**src/svr_consts.svh**
```systemverilog
// Function
// - missed strobe within timeout asserts reset
// - watchdog timeout nominally 1.6 seconds
// - manual reset input active asserts reset
// - reset held 200 ms after cause ends
// - power-up holds reset until supply good
// - watchdog and manual inputs are build options
// - active-low, active-high or both outputs
// - watchdog restarts on edge or reset
// - manual low 1 us counts, glitches rejected
// - supply low asserts reset
`ifndef SVR_CONSTS_SVH
`define SVR_CONSTS_SVH
`define SVR_CLK_PERIOD_NS 10
`define SVR_WDOG_TIMEOUT_MS 1600
`define SVR_WDOG_CYCLES ((`SVR_WDOG_TIMEOUT_MS * 1000000) / `SVR_CLK_PERIOD_NS)
`define SVR_RST_TIMEOUT_MS 200
`define SVR_RST_CYCLES ((`SVR_RST_TIMEOUT_MS * 1000000) / `SVR_CLK_PERIOD_NS)
`define SVR_MR_MIN_NS 1000
`define SVR_MR_CYCLES ((`SVR_MR_MIN_NS + `SVR_CLK_PERIOD_NS - 1) / `SVR_CLK_PERIOD_NS)
`define SVR_CNT_W 28
`define SVR_SYNC_RST 3'h6
`define SVR_SUP_RST 1'h1
`define SVR_ASSERT_RST 1'h1
`endif

```
**src/svr_pkg.sv**
```systemverilog
package svr_pkg;
	typedef logic [27:0] svr_cnt_t;
	typedef struct packed {
		logic supply_low;
		logic manual_reset_n;
		logic watchdog_strobe_in;
	} svr_in_s;
	typedef struct packed {
		logic reset_n;
		logic reset;
	} svr_out_s;
endpackage

```
**src/svr_supervisor.sv**
```systemverilog
`timescale 1ns/1ps
`default_nettype none
`include "svr_consts.svh"
module svr_supervisor #(
	parameter bit          HAS_WDOG    = 1'b1,
	parameter bit          HAS_MR      = 1'b1,
	parameter bit          HAS_RST_LOW = 1'b1,
	parameter bit          HAS_RST_HI  = 1'b1,
	parameter int unsigned WDOG_CYCLES = `SVR_WDOG_CYCLES,
	parameter int unsigned RST_CYCLES  = `SVR_RST_CYCLES
) (
	input  wire logic          clk,
	input  wire logic          rst_n,
	input  wire svr_pkg::svr_in_s  pins,
	output var  svr_pkg::svr_out_s rst_out
);
	import svr_pkg::*;

	// a variant with neither input could raise reset only on a low supply after power-up,
	// so the watchdog stays in when both are switched off
	localparam bit USE_WDOG = HAS_WDOG || !HAS_MR;
	localparam bit USE_MR   = HAS_MR;

	// 28 bits cover the longest count, the watchdog period at 100 MHz
	localparam svr_cnt_t MR_CYC  = svr_cnt_t'(`SVR_MR_CYCLES);
	localparam svr_cnt_t WD_CYC  = svr_cnt_t'(WDOG_CYCLES);
	localparam svr_cnt_t RST_CYC = svr_cnt_t'(RST_CYCLES);
	localparam svr_cnt_t CNT_ONE = svr_cnt_t'(1);

	// bit positions of the pins inside the packed input struct
	localparam int         SYN_SUP = 2;
	localparam int         SYN_MR  = 1;
	localparam int         SYN_WDI = 0;
	localparam logic [2:0] SYN_RST = `SVR_SYNC_RST;

	logic [2:0] pin_vec;
	logic [2:0] chain_q [3];
	logic [2:0] agree_d;
	logic [2:0] level_d;
	logic       sup_q;
	logic       mr_high_d;
	logic       mr_low_lvl_d;
	logic       mr_done_d;
	logic       mr_low_q;
	logic       wdi_q;
	logic       wdi_change_d;
	logic       wdi_edge_q;
	logic       wd_done_d;
	logic       wd_fire_q;
	logic       sup_cause_d;
	logic       mr_cause_d;
	logic       wd_cause_d;
	logic       cause_d;
	logic       hold_done_d;
	logic       asserted_q;
	logic       low_d;
	logic       high_d;
	svr_cnt_t   mr_cnt_q;
	svr_cnt_t   wd_cnt_q;
	svr_cnt_t   hold_cnt_q;

	assign pin_vec = pins;

	// three flops per pin; stage 1 is read by stage 2 only, so a
	// metastable first stage never reaches the decision logic
	for (genvar g = 0; g < 3; g++) begin : g_sync
		always_ff @(posedge clk) begin
			if (!rst_n) begin
				chain_q[g] <= {3{SYN_RST[g]}};
			end else begin
				chain_q[g] <= {chain_q[g][1:0], pin_vec[g]};
			end
		end

		// a level counts only once stages 2 and 3 agree
		assign agree_d[g] = chain_q[g][2] == chain_q[g][1];
		assign level_d[g] = chain_q[g][2];
	end

	// supply level; starts low-true so power-up always holds reset
	always_ff @(posedge clk) begin
		if (!rst_n) begin
			sup_q <= `SVR_SUP_RST;
		end else if (agree_d[SYN_SUP]) begin
			sup_q <= level_d[SYN_SUP];
		end
	end

	// settled strobe level, the reference for edge detection; its reset
	// value matches the chain so no false edge follows reset
	assign wdi_change_d = agree_d[SYN_WDI] && (level_d[SYN_WDI] != wdi_q);

	always_ff @(posedge clk) begin
		if (!rst_n) begin
			wdi_q <= SYN_RST[SYN_WDI];
		end else if (agree_d[SYN_WDI]) begin
			wdi_q <= level_d[SYN_WDI];
		end
	end

	// one-cycle pulse on either edge; rise and fall count alike
	always_ff @(posedge clk) begin
		if (!rst_n) begin
			wdi_edge_q <= 1'b0;
		end else if (wdi_change_d) begin
			wdi_edge_q <= USE_WDOG;
		end else begin
			wdi_edge_q <= 1'b0;
		end
	end

	// manual filter: low must persist 1 us before it counts
	assign mr_high_d    = agree_d[SYN_MR] && level_d[SYN_MR];
	assign mr_low_lvl_d = agree_d[SYN_MR] && !level_d[SYN_MR];
	assign mr_done_d    = mr_cnt_q >= MR_CYC - CNT_ONE;

	always_ff @(posedge clk) begin
		if (!rst_n) begin
			mr_cnt_q <= '0;
		end else if (!USE_MR || mr_high_d) begin
			mr_cnt_q <= '0;
		end else if (mr_low_lvl_d && !mr_done_d) begin
			mr_cnt_q <= mr_cnt_q + CNT_ONE;
		end
	end

	// short lows only restart the count, so glitches never reach reset
	always_ff @(posedge clk) begin
		if (!rst_n) begin
			mr_low_q <= 1'b0;
		end else if (!USE_MR || mr_high_d) begin
			mr_low_q <= 1'b0;
		end else if (mr_low_lvl_d && mr_done_d) begin
			mr_low_q <= 1'b1;
		end
	end

	// watchdog restarts on a strobe edge and while reset is out;
	// a strobe seen during reset is lost, the count restarts anyway
	assign wd_done_d = wd_cnt_q >= WD_CYC - CNT_ONE;

	always_ff @(posedge clk) begin
		if (!rst_n) begin
			wd_cnt_q <= '0;
		end else if (!USE_WDOG || asserted_q || wdi_edge_q) begin
			wd_cnt_q <= '0;
		end else if (!wd_done_d) begin
			wd_cnt_q <= wd_cnt_q + CNT_ONE;
		end
	end

	// expiry stays up until the reset it caused is out
	always_ff @(posedge clk) begin
		if (!rst_n) begin
			wd_fire_q <= 1'b0;
		end else if (!USE_WDOG || asserted_q || wdi_edge_q) begin
			wd_fire_q <= 1'b0;
		end else if (wd_done_d) begin
			wd_fire_q <= 1'b1;
		end
	end

	// each cause on its own, so a waveform shows which one holds reset
	always_comb begin
		sup_cause_d = sup_q;
		mr_cause_d  = mr_low_q && USE_MR;
		wd_cause_d  = wd_fire_q && USE_WDOG;
		cause_d     = sup_cause_d || mr_cause_d || wd_cause_d;
	end

	// any cause present reloads the hold timer
	assign hold_done_d = hold_cnt_q >= RST_CYC - CNT_ONE;

	always_ff @(posedge clk) begin
		if (!rst_n) begin
			hold_cnt_q <= '0;
		end else if (cause_d) begin
			hold_cnt_q <= '0;
		end else if (asserted_q && !hold_done_d) begin
			hold_cnt_q <= hold_cnt_q + CNT_ONE;
		end
	end

	// reset level; a new cause during the hold starts the hold again
	always_ff @(posedge clk) begin
		if (!rst_n) begin
			asserted_q <= `SVR_ASSERT_RST;
		end else if (cause_d) begin
			asserted_q <= 1'b1;
		end else if (asserted_q && hold_done_d) begin
			asserted_q <= 1'b0;
		end
	end

	// an absent output stage parks at its inactive level
	always_comb begin
		low_d  = 1'b1;
		high_d = 1'b0;
		if (HAS_RST_LOW) begin
			low_d = ~asserted_q;
		end
		if (HAS_RST_HI) begin
			high_d = asserted_q;
		end
	end

	// both stages from flops, so the host never sees a decode glitch
	always_ff @(posedge clk) begin
		if (!rst_n) begin
			rst_out.reset_n <= ~HAS_RST_LOW;
			rst_out.reset   <= HAS_RST_HI;
		end else begin
			rst_out.reset_n <= low_d;
			rst_out.reset   <= high_d;
		end
	end
endmodule
`default_nettype wire

```
**config.mk**
```make
export PLATFORM = sky130hd
export DESIGN_NAME = svr_supervisor
export DESIGN_NICKNAME = d
export VERILOG_FILES = /design/src/svr_pkg.sv /design/src/svr_supervisor.sv
export VERILOG_INCLUDE_DIRS = /design/src /design/src/src
export SDC_FILE = /design/constraint.sdc
export NUM_CORES = 1
export LEC_CHECK = 0
export ABC_CLOCK_PERIOD_IN_PS = 5410
export BUFFER_PORTS_ARGS = -buffer_cell sky130_fd_sc_hd__buf_2
export CAP_MARGIN = 40
export CORE_MARGIN = 3
export CORE_UTILIZATION = 57
export CTS_CLUSTER_SIZE = 24
export DETAILED_ROUTE_END_ITERATION = 8
export GPL_TIMING_DRIVEN = 0
export HOLD_SLACK_MARGIN = 0.08
export PLACE_DENSITY = 0.77
export REMOVE_ABC_BUFFERS = 1
export SLEW_MARGIN = 25
export SYNTH_ARGS = -nofsm -noshare
export SYNTH_HDL_FRONTEND = slang
export SYNTH_SLANG_ARGS = --single-unit
```
**constraint.sdc**
```tcl
create_clock -name clk -period 5.41 [get_ports clk]
set_clock_uncertainty 0.05 [all_clocks]
set_input_delay 0.541 -clock clk [delete_from_list [all_inputs] [get_ports clk]]
set_output_delay 0.541 -clock clk [all_outputs]
set_load 0.05 [all_outputs]
```
== Yosys cells after proc, flatten, opt, wreduce, memory -nomap -nowiden ==
Memory sizes are Yosys's and may differ from the RTL's.
Index checks and enable logic that the tools add are counted.

* Register bits: 92
* RAM bits: 9
* Output and inout port bits: 2
* Word-level logic and storage cells: 49
* Memories kept: 1

* $add $sub $neg: 3
* Order comparisons: 3
* Equality and inequality tests: 4
* Mux-type cells: 6
* Bitwise operators: 5
* Reductions and logical operators: 16

{| class="wikitable"
|+ Memories
! memory !! words !! width !! rd ports !! clocked after memory_dff !! wr ports !! line !! source
|-
| chain_q || 3 || 3 || 3 || 0 || 3 || svr_supervisor.sv:37 || <nowiki>logic [2:0] chain_q [3];</nowiki>
|}

{| class="wikitable"
|+ Operator list
! operator !! count
|-
| adder 28 x 1 -> 28 bit (second input constant) || 3
|-
| greater-or-equal comparator 28 x 25 -> 1 bit (second input constant) || 1
|-
| greater-or-equal comparator 28 bit (second input constant) || 1
|-
| greater-or-equal comparator 28 x 7 -> 1 bit (second input constant) || 1
|-
| two-way mux 3 bit || 3
|-
| logical AND 1 bit || 7
|-
| OR reduction 2 bit || 3
|-
| equality test 1 bit || 3
|-
| zero test 1 bit || 3
|-
| logical OR 1 bit || 3
|-
| two-way mux 1 bit || 3
|-
| bitwise OR 1 bit || 3
|-
| inverter 1 bit || 2
|-
| != test 1 bit || 1
|}

== Logic depth before layout (Yosys ltp) ==
Gate-level depths: netlist of the first run.

* Word-level depth: 3
* Depth in mapped cells: 8

== Worst setup path after synthesis of the first run ==
No wires, ideal clock.

* Kind: register -> register
* From: reg hold_cnt_q[0]
* To: reg hold_cnt_q[7]
* Data arrival time: 1.953 ns
* Data required time: 5.290 ns
* Path slack: 3.337 ns
* Stages on the path, launching flop included: 8
* Buffers on the path: 1
* Period minus slack after synthesis: 2.073 ns
* Path through: dfxtp_1 > ha_1 > and2_1 > clkbuf_1 > a311oi_1 > nor4_4 > or4_1 > a21oi_1

* Longest elaborated chain between the ends: 3
* Elaborated cells between the ends (all ways): 4
* Those cells by class: add/sub: 1; order compare: 1; reduce/logical: 2

{| class="wikitable"
|+ Ends and longest elaborated chain
! element !! line !! source
|-
| start, declared || svr_supervisor.sv:60 || <nowiki>svr_cnt_t hold_cnt_q;</nowiki>
|-
| start signal, assigned || svr_supervisor.sv:180 || <nowiki>hold_cnt_q <= hold_cnt_q + CNT_ONE;</nowiki>
|-
| greater-or-equal comparator 28 x 25 -> 1 bit || svr_supervisor.sv:172 || <nowiki>assign hold_done_d = hold_cnt_q >= RST_CYC - CNT_ONE;</nowiki>
|-
| zero test 1 bit || svr_supervisor.sv:179 || <nowiki>end else if (asserted_q && !hold_done_d) begin</nowiki>
|-
| logical AND 1 bit || svr_supervisor.sv:179 ||
|}

Parallel ways exist; a longest one is shown, timed or not.
A chain may end at the register's enable or synchronous reset.

== Worst setup path after layout of the first run ==
* From: reg wd_cnt_q[0]
* To: reg wd_cnt_q[27]

* Longest elaborated chain between the ends: 1
* Elaborated cells between the ends (all ways): 2
* Those cells by class: add/sub: 1; order compare: 1

{| class="wikitable"
|+ Ends and longest elaborated chain
! element !! line !! source
|-
| start, declared || svr_supervisor.sv:59 || <nowiki>svr_cnt_t wd_cnt_q;</nowiki>
|-
| start signal, assigned || svr_supervisor.sv:148 || <nowiki>wd_cnt_q <= wd_cnt_q + CNT_ONE;</nowiki>
|-
| adder 28 x 1 -> 28 bit or greater-or-equal comparator 28 bit (tied branches) || svr_supervisor.sv:148, svr_supervisor.sv:140 ||
|}

Parallel ways exist; a longest one is shown, timed or not.

==> flow_summary.json, run 1 <==
{
  "clock.fmax_mhz": 419,
  "numPortBuffers": 6,
  "whs_path_depth": 2,
  "antenna_found_initial": 0,
  "p_leak_nw": 1.58,
  "synth_ff_type": "dfxtp_1",
  "core_area_mm2": 0.00741,
  "cp-endpoint": "wd_cnt_q[27]",
  "drv_slew": 0,
  "drv_cap": 0,
  "cts-buffers-inserted": 9,
  "cts_tree": "built",
  "vias": 3785,
  "rsz0062_at_grt": "false",
  "fillers": 637,
  "hpwl_um": 6080,
  "ioPinCount": 7,
  "wl_um": 8940,
  "die_area_mm2": 0.00893,
  "grt_pass1_vias": 3518,
  "fin_ws_ns": 3.02,
  "clock_path_buffers": 2,
  "maxSlewHeadroom": 0.472,
  "place_congestion": 0.900,
  "worstMarginPinSlew_ns": 0.788,
  "fin_nets": 505,
  "worst_ep_required_time_ns": 5.63,
  "ys_ff_latch": 101,
  "die_height_um": 94.5,
  "startpoint_type": "register",
  "drcViolationCount": 0,
  "hold_buffers": 0,
  "fin_crit_sh": 0.441,
  "overflow": 0,
  "clk_latency_ns": 0.38,
  "ys_types": 59,
  "avgSynthCellArea_um2": 8.91,
  "layout_min_cycle_time_ns": 2.39,
  "grt_max_degree": 39,
  "reg2reg_to": "wd_cnt_q[27]",
  "antenna_left": 0,
  "drtIter0Drc": 189,
  "synthCells": 501,
  "clk_pin_slew_ns": 0.10,
  "syn-cell-area_mm2": 0.00447,
  "place_ws_ns": 2.80,
  "syn_to_final_growth_pct": 6.70,
  "synth-edff-count": 0,
  "n_antenna_cell": 0,
  "multi_input_area_mm2": 0.00231,
  "die_w_um": 94.5,
  "cts.sinks": 101,
  "tns_ns": 0,
  "placed_cells": 585,
  "fin_cells": 601,
  "crit_path_start": "wd_cnt_q[0]",
  "power_mw": 1.25,
  "cp_max_fo": 36,
  "powerDensity_mw_per_mm2": 263,
  "seqCellArea_mm2": 0.00202,
  "synth-async-reset-ratio": 0,
  "hold_ws_ns": 0.295,
  "reg2regPathDepth": 6,
  "setup_viol_count_final": 0,
  "hold_viol_final": 0,
  "routed_via_density": 6.30,
  "timing.rr.start": "wd_cnt_q[0]",
  "htree_num_levels": 3,
  "path_class": "register to register",
  "postCtsSetupBuffers": 0,
  "arrival_ns": 2.61,
  "start_util": 0.603,
  "min_path_type": "input pin to register",
  "fp-row-count": 31,
  "ir_drop_mv": 0.182,
  "worstSetupEndpointType": "register",
  "globalRouteTotalUtil": 0.217,
  "dr.pass1.iters": 5,
  "drive_gt1_frac": 0.0737,
  "ys_warn_count": 0,
  "cts_resized": 0,
  "avgRoutedWirePerCell_um": 14.9,
  "status": "finished, final reports clean",
  "yosysSeqAreaShare": 0.453,
  "rrSetupSlack_ns": 3.02,
  "cts-root-buf": "clkbuf_8",
  "grt_pass1_wl_um": 15700
}
[kinds of logic (layout without fill, tap and decap cells)]
logic type,after synthesis,count (layout),share of synthesized area
DFF,101,101,0.453
and+or+nand+nor,238,238,0.309
adders and majority gates,3,3,0.00841
buffers and inverters,31,32,0.0311
xor gates and xnor gates,5,5,0.00981
muxes,9,9,0.0202
AOI/OAI and AO/OA,114,114,0.169
[worst min-delay path by stage]
stage / end / startpoint / slack, ns
6_report: chain_q[2][0] / pins[2] / 0.29
5_1_grt: chain_q[1][0] / pins[1] / 0.29
4_1_cts: chain_q[2][0] / pins[2] / 0.28
3_5_place_dp: chain_q[2][1] / chain_q[2][0] / 0.35
3_3_place_gp: chain_q[2][1] / chain_q[2][0] / 0.35
2_1_floorplan: chain_q[1][1] / chain_q[1][0] / 0.34
[cell type report]
class / count / share of cell area
Clock buffer: 10 / 0.0268
Clock inverter: 6 / 0.0168
Inverter: 6 / 0.00473
Multi-Input combinational cell: 369 / 0.486
Sequential cell: 101 / 0.424
Tap cell: 99 / 0.0260
Timing Repair Buffer: 10 / 0.0158
[worst max-delay path, cell delays in order (launching register included)]
cell,delay (ns)
dfxtp_1,0.40
ha_1,0.20
nand3_1,0.20
nor3_2,0.45
o2111a_2,0.65
nor3b_2,0.12
a22o_1,0.20
[synthesized netlist by cell type (3+ instances only)]
master       n  area (um2)
nand3_1     20         100
o41ai_1      3        26.3
or4_1       25         188
o21a_1       4        30.0
o2111ai_1    3        26.3
and2_1      12        75.1
nor4_1       9        56.3
o21ai_1      4        20.0
nand2b_1    11        68.8
or3_1       12        75.1
and4_1       8        70.1
nand4_1     12        75.1
and3_1      29         181
nor3_1      11        55.1
dfxtp_1    101        2020
nor2_1      27         101
inv_1        6        22.5
o31ai_1     23         173
xnor2_1      5        43.8
nand2_1     47         176
a21oi_1     38         190
mux2i_1      9        90.1
o21ai_0     15        75.1
ha_1         3        37.5
clkbuf_1    16        60.1
buf_2        6        30.0
[through the flow]
stage,utilization,area (um2)
4_1_cts,0.643,4760
5_1_grt,0.643,4760
3_5_place_dp,0.615,4560
2_1_floorplan,-,4350
3_3_place_gp,0.608,4500
6_report,0.643,4760
[power breakdown]
part | switching, mW | internal (mW)
registers | 0.00119 | 0.746
logic | 0.00712 | 0.00360
clock network | 0.274 | 0.222
total | 0.283 | 0.971
[registers in the layout (all words and copies together), names as in the netlist]
register	cells
chain_q	9
mr_cnt_q	28
wdi_edge_q	1
wd_cause_d	1
hold_cnt_q	28
sup_cause_d	1
mr_cause_d	1
wdi_q	1
rst_out	2
wd_cnt_q	28
asserted_q	1
[cell usage in the layout, fill, tap and decap left out, drive strengths merged, types with 4 or more instances in the layout]
master and n:
dfxtp 101, nand2 47, a21oi 39, and3 29, nor2 28, or4 26
o31ai 23, nand3 20, o21ai 19, nand4 12, or3 12, and2 12
nor3 12, nand2b 11, nor4 10, clkbuf 10, buf 10, mux2i 9
and4 8, inv 8, xnor2 5, o21a 4
[per-layer routing]
layer,up-vias,GRT usage,wire length [um]
met5,-,0,0
met4,0,0.0721,85
met3,7,0.0534,404
met2,72,0.359,4280
met1,1820,0.277,4170
li1,1886,-,-
(Power assumes the default switching activity.)
==> run 2, diff against run 1 <==
--- a/config.mk
+++ b/config.mk
@@ -6,16 +6,16 @@
 export SDC_FILE = /design/constraint.sdc
 export NUM_CORES = 1
 export LEC_CHECK = 0
-export ABC_CLOCK_PERIOD_IN_PS = 5410
+export ABC_CLOCK_PERIOD_IN_PS = 2000
 export BUFFER_PORTS_ARGS = -buffer_cell sky130_fd_sc_hd__buf_2
 export CAP_MARGIN = 40
 export CORE_MARGIN = 3
-export CORE_UTILIZATION = 57
+export CORE_UTILIZATION = 56
 export CTS_CLUSTER_SIZE = 24
 export DETAILED_ROUTE_END_ITERATION = 8
 export GPL_TIMING_DRIVEN = 0
 export HOLD_SLACK_MARGIN = 0.08
-export PLACE_DENSITY = 0.77
+export PLACE_DENSITY = 0.79
 export REMOVE_ABC_BUFFERS = 1
 export SLEW_MARGIN = 25
 export SYNTH_ARGS = -nofsm -noshare
==> constraint.sdc (replaced) <==
create_clock -name clk -period 2 [get_ports clk]
set_clock_uncertainty 0.05 [all_clocks]
set_input_delay 0.2 -clock clk [delete_from_list [all_inputs] [get_ports clk]]
set_output_delay 0.2 -clock clk [all_outputs]
set_load 0.05 [all_outputs]
==> run 2 against run 1 <==
  * The flow now finishes with violations (negative setup slack)
  * Flip-flop and latch count stayed put
  * Routed wire length is 28% higher
  * Clock power rose to 2.6 times the previous value
  * Fmax rose by 13%
  * Core utilization up 10 points
  * Power grew to 2.7 times the previous value
  * Cell area is 17% higher
  * Sequential power grew to 2.7 times the previous value
  * Clock-buffer cell count unchanged
  * Non-clock buffer count grew 36
  * Largest cell class unchanged
==> flow_summary.json, run 2 (synthesis results as in run 1) <==
{
  "die_w_um": 95.3,
  "die_area_mm2": 0.00908,
  "antenna_found_initial": 0,
  "ir_drop_mv": 0.456,
  "worstMarginPinSlew_ns": 0.582,
  "worstSetupEndpointType": "register",
  "layout_commonest_cell": "dfxtp_1",
  "grt_pass1_vias": 3849,
  "placed_cells": 584,
  "final_cell_mix": "dfxtp_1 (79), nand2_1 (45), a21oi_1 (30)",
  "cp_num_buf_inv": 1,
  "globalRouteTotalUtil": 0.250,
  "clock_path_buffers": 2,
  "top_usage_layer": "met2",
  "start_util": 0.597,
  "grt_pass1_wl_um": 18000,
  "cts-root-buf": "clkbuf_8",
  "slowest_delay_ns": 0.55,
  "core_area_mm2": 0.00749,
  "powerDensity_mw_per_mm2": 598,
  "worst_ep_required_time_ns": 2.27,
  "arrival_ns": 2.38,
  "final_util": 0.743,
  "min_path_type": "input pin to register",
  "cp_top_family": "simple AND/OR/NAND/NOR gates",
  "fin_ws_ns": -0.106,
  "syn_to_final_growth_pct": 24.5,
  "n_antenna_cell": 0,
  "startpoint_type": "register",
  "clk_pin_slew_ns": 0.10,
  "layout_min_cycle_time_ns": 2.11,
  "rsz0062_at_grt": "true",
  "maxSlewHeadroom": 0.611,
  "numPortBuffers": 6,
  "p_leak_nw": 1.95,
  "hold_ws_ns": 0.195,
  "path_common_cell": "or4_4",
  "hpwl_um": 5930,
  "fin_crit_sh": 1.05,
  "ioPinCount": 7,
  "dr.pass1.iters": 7,
  "cp_max_fo": 6,
  "place_ws_ns": -0.377,
  "fin_nets": 548,
  "grt_max_degree": 39,
  "reg2regPathDepth": 6,
  "cts-buffers-inserted": 9,
  "use_met2": 0.419,
  "drcViolationCount": 0,
  "fillers": 498,
  "crit_chain": "or4_4 -> nor2_4 -> buf_6 -> o211ai_4 -> or4_4 -> a21oi_2",
  "clock.fmax_mhz": 475,
  "failed_checks": "negative setup slack",
  "path_depth": 6,
  "die_height_um": 95.3,
  "path_class": "register to register",
  "avgRoutedWirePerCell_um": 17.8,
  "vias": 4233,
  "place_congestion": 0.840,
  "fp-row-count": 31,
  "status": "finished, violations left",
  "drtIter0Drc": 271,
  "slowest_stage": "or4_4",
  "reg.largest.list": "hold_cnt_q: 28 flops, mr_cnt_q: 28 flops, wd_cnt_q: 28 flops",
  "rrSetupSlack_ns": -0.11,
  "clk_latency_ns": 0.38,
  "drive_gt1_frac": 0.284,
  "drv_slew": 0,
  "routed_via_density": 6.57,
  "drv_cap": 0,
  "fin_cells": 644,
  "cts_tree": "built",
  "grtUsageMet1": 0.307,
  "htree_num_levels": 3,
  "cts.sinks": 101,
  "tns_ns": -1.58,
  "whs_path_depth": 2,
  "antenna_left": 0,
  "setup_viol_count_final": 26,
  "overflow": 0,
  "wl_um": 11400,
  "hold_viol_final": 0,
  "use_met3": 0.0529
}
## run 2: routing by layer
| layer | vias up | wire (um) |
|---|---|---|
| met1 | 2023 | 4820 |
| li1 | 2003 | - |
| met5 | - | 0 |
| met2 | 165 | 5570 |
| met4 | 0 | 405 |
| met3 | 42 | 651 |
## run 2: final cells by class
| class | count | area (um2) | area share |
|---|---|---|---|
| multi-input combinational | 376 | 2760 | 0.497 |
| sequential | 101 | 2060 | 0.370 |
| timing repair buffer | 46 | 397 | 0.0713 |
| clock buffer | 10 | 138 | 0.0248 |
| tap | 99 | 124 | 0.0223 |
| clock inverter | 6 | 58.8 | 0.0106 |
| inverter | 6 | 22.5 | 0.00405 |
## run 2: where the power goes
part / switching, mW / internal, mW
logic: 0.0206 / 0.0138
clock network: 0.768 / 0.510
registers: 0.00322 / 2.01
total: 0.792 / 2.53
## run 2: path summary, 6_finish.rpt
check                                    from             to
worst min-delay path                    rst_n  chain_q[1][1]
worst min register to register  chain_q[1][0]  chain_q[1][1]
worst max-delay path             wd_cnt_q[22]   wd_cnt_q[21]
worst max register to register   wd_cnt_q[22]   wd_cnt_q[21]
## run 2: timing repair
item,in CTS,in global routing
hold buffers,3,0
endpoints found under the setup margin,48,46
setup buffers,21,13
endpoints found under the hold margin,3,0
resized for setup,47,63
pin swaps,32,25
gates cloned,6,1
## run 2: metrics by stage
stage	instance area (um2)	power [mW]
4_1_cts	5220	3.34
5_1_grt	5560	3.42
2_1_floorplan	4350	2.08
3_3_place_gp	4500	2.09
3_5_place_dp	4550	2.10
6_report	5560	3.33
==> run 3, diff against run 2 <==
--- a/config.mk
+++ b/config.mk
@@ -6,17 +6,19 @@
 export SDC_FILE = /design/constraint.sdc
 export NUM_CORES = 1
 export LEC_CHECK = 0
+export ABC_AREA = 1
 export ABC_CLOCK_PERIOD_IN_PS = 2000
 export BUFFER_PORTS_ARGS = -buffer_cell sky130_fd_sc_hd__buf_2
 export CAP_MARGIN = 40
 export CORE_MARGIN = 3
-export CORE_UTILIZATION = 56
+export CORE_UTILIZATION = 57
 export CTS_CLUSTER_SIZE = 24
 export DETAILED_ROUTE_END_ITERATION = 8
 export GPL_TIMING_DRIVEN = 0
 export HOLD_SLACK_MARGIN = 0.08
-export PLACE_DENSITY = 0.79
+export PLACE_DENSITY = 0.8
 export REMOVE_ABC_BUFFERS = 1
+export SKIP_CTS_REPAIR_TIMING = 1
 export SLEW_MARGIN = 25
 export SYNTH_ARGS = -nofsm -noshare
 export SYNTH_HDL_FRONTEND = slang
==> run 3 against run 2 <==
  * The flow now finishes without violations
  * Via count up 17%
  * Combinational power fell by 3%
  * Largest cell class unchanged
  * Setup slack improved by 0.22 ns
  * Cell area up 7.4%
  * Worst hold slack improved by 0.18 ns
  * Sequential share of layout area decreased by 3.1 points
  * Routed wire length up 2.6%
  * Core utilization shrank 7.7 points
==> flow_summary.json, run 3 <==
{
  "yosysTopAreaCellShare": 0.374,
  "powerDensity_mw_per_mm2": 580,
  "cts.sinks": 101,
  "syn-cell-area_mm2": 0.00540,
  "fin_nets": 823,
  "core_area_mm2": 0.00898,
  "place_congestion": 0.908,
  "ys_types": 35,
  "syn_to_final_growth_pct": 10.5,
  "layout_min_cycle_time_ns": 1.89,
  "clock_path_buffers": 2,
  "final_cell_mix": "nand2_1 (241), nor2_1 (132), dfxtp_1 (99)",
  "dr.pass1.iters": 5,
  "grt_pass1_wl_um": 18900,
  "worst_ep_required_time_ns": 2.22,
  "start_util": 0.602,
  "fp-row-count": 34,
  "ys_ff_latch": 101,
  "drv_slew": 0,
  "hpwl_um": 7800,
  "n_antenna_cell": 0,
  "startpoint_type": "register",
  "cp_max_fo": 15,
  "numPortBuffers": 6,
  "synth.largest_area_cell": "dfxtp_1",
  "p_leak_nw": 2.18,
  "vias": 4934,
  "ys_warn_count": 0,
  "drive_gt1_frac": 0.171,
  "die_w_um": 103,
  "cts_tree": "built",
  "cts-buffers-inserted": 9,
  "globalRouteTotalUtil": 0.219,
  "worstMarginPinSlew_ns": 0.628,
  "worstSetupEndpointType": "register",
  "maxSlewHeadroom": 0.581,
  "path_class": "register to register",
  "reg.largest.list": "hold_cnt_q: 28 flops, mr_cnt_q: 28 flops, wd_cnt_q: 28 flops",
  "arrival_ns": 2.11,
  "final_util": 0.665,
  "synth_ff_type": "dfxtp_1",
  "antenna_found_initial": 0,
  "clk_latency_ns": 0.37,
  "die_height_um": 103,
  "multi_input_area_mm2": 0.00301,
  "cts-root-buf": "clkbuf_8",
  "synthCells": 787,
  "drv_cap": 0,
  "wl_um": 11700,
  "setup_viol_count_final": 0,
  "die_area_mm2": 0.0107,
  "rsz0062_at_grt": "false",
  "layout_commonest_cell": "nand2_1",
  "seqCellArea_mm2": 0.00202,
  "place_ws_ns": -0.271,
  "avgSynthCellArea_um2": 6.86,
  "routed_via_density": 5.22,
  "avgRoutedWirePerCell_um": 12.4,
  "yosysSeqAreaShare": 0.374,
  "grt_max_degree": 30,
  "ir_drop_mv": 0.607,
  "synth-async-reset-ratio": 0,
  "clk_pin_slew_ns": 0.10,
  "clock.fmax_mhz": 530,
  "hold_viol_final": 0,
  "synthTopCellsByCount": "nand2_1 (241), nor2_1 (133), dfxtp_1 (101)",
  "fin_ws_ns": 0.112,
  "synth_area_leaders": "dfxtp_1 (37%), nand2_1 (17%), nor2_1 (9.2%), inv_1 (4.7%), a21oi_2 (4.5%)",
  "ioPinCount": 7,
  "drcViolationCount": 0,
  "synth.most_common_cell": "nand2_1",
  "synth-edff-count": 0,
  "grt_pass1_vias": 4402,
  "htree_num_levels": 3,
  "drtIter0Drc": 325,
  "overflow": 0,
  "status": "finished, final reports clean",
  "fillers": 789,
  "rrSetupSlack_ns": 0.11,
  "antenna_left": 0,
  "min_path_type": "register to register",
  "fin_crit_sh": 0.944
}
==> run 3: cell type report <==
class                           count  area share
Clock buffer                        9      0.0207
Clock inverter                      7      0.0176
Inverter                           78      0.0494
Multi-Input combinational cell    595       0.504
Sequential cell                   101       0.339
Tap cell                          126      0.0264
Timing Repair Buffer               30      0.0427
==> run 3: cells by family (layout without fill, tap and decap cells) <==
group                      count (synthesis)  count (layout)  share of synthesized area
AOI/OAI and AO/OA                         68              68                     0.0852
xor gates and xnor gates                  33              33                     0.0535
adders and majority gates                  3               3                    0.00695
buffers and inverters                     94             124                     0.0808
DFF                                      101             101                      0.374
and+or+nand+nor                          488             491                      0.399
==> run 3: routing by layer <==
layer / share of wire / GRT usage
met4: 0.022 / 0.0777
met3: 0.059 / 0.0456
met2: 0.49 / 0.381
met1: 0.43 / 0.267
met5: 0 / 0
==> run 3: path summary, 6_finish.rpt <==
check           startpoint       endpoint  depth (start not counted)
max          hold_cnt_q[1]  hold_cnt_q[0]                         10
min          chain_q[1][0]  chain_q[1][1]                          1
max reg2reg  hold_cnt_q[1]  hold_cnt_q[0]                         10
min reg2reg  chain_q[1][0]  chain_q[1][1]                          1
==> run 3: worst max-delay path, stage by stage (launching register included) <==
cell and delay (ns):
dfxtp_1 0.45, ha_4 0.21, inv_2 0.06, nor2_4 0.20, nand2_4 0.10, nand2_4 0.07
nand3_4 0.19, nand2_8 0.17, inv_4 0.10, nor2_1 0.13, nor2_1 0.06
==> run 3: through the flow <==
step	instances	power (mW)	area (um2)	TNS (ns)	hold slack (ns)
finish	946	3.46	5970	0	0.372
global route	946	3.56	5970	0	0.387
CTS	919	3.48	5680	-7.48	-0.0585
detailed placement	903	2.09	5450	-6.50	0.338
global placement	903	2.09	5450	-4.83	0.333
floorplan	771	2.08	5260	0	0.219
==> run 3: power breakdown <==
part | switching [mW] | total [mW] | internal (mW)
clock | 0.791 | 1.41 | 0.621
sequential | 0.00267 | 2.02 | 2.02
combinational | 0.0172 | 0.0335 | 0.0163
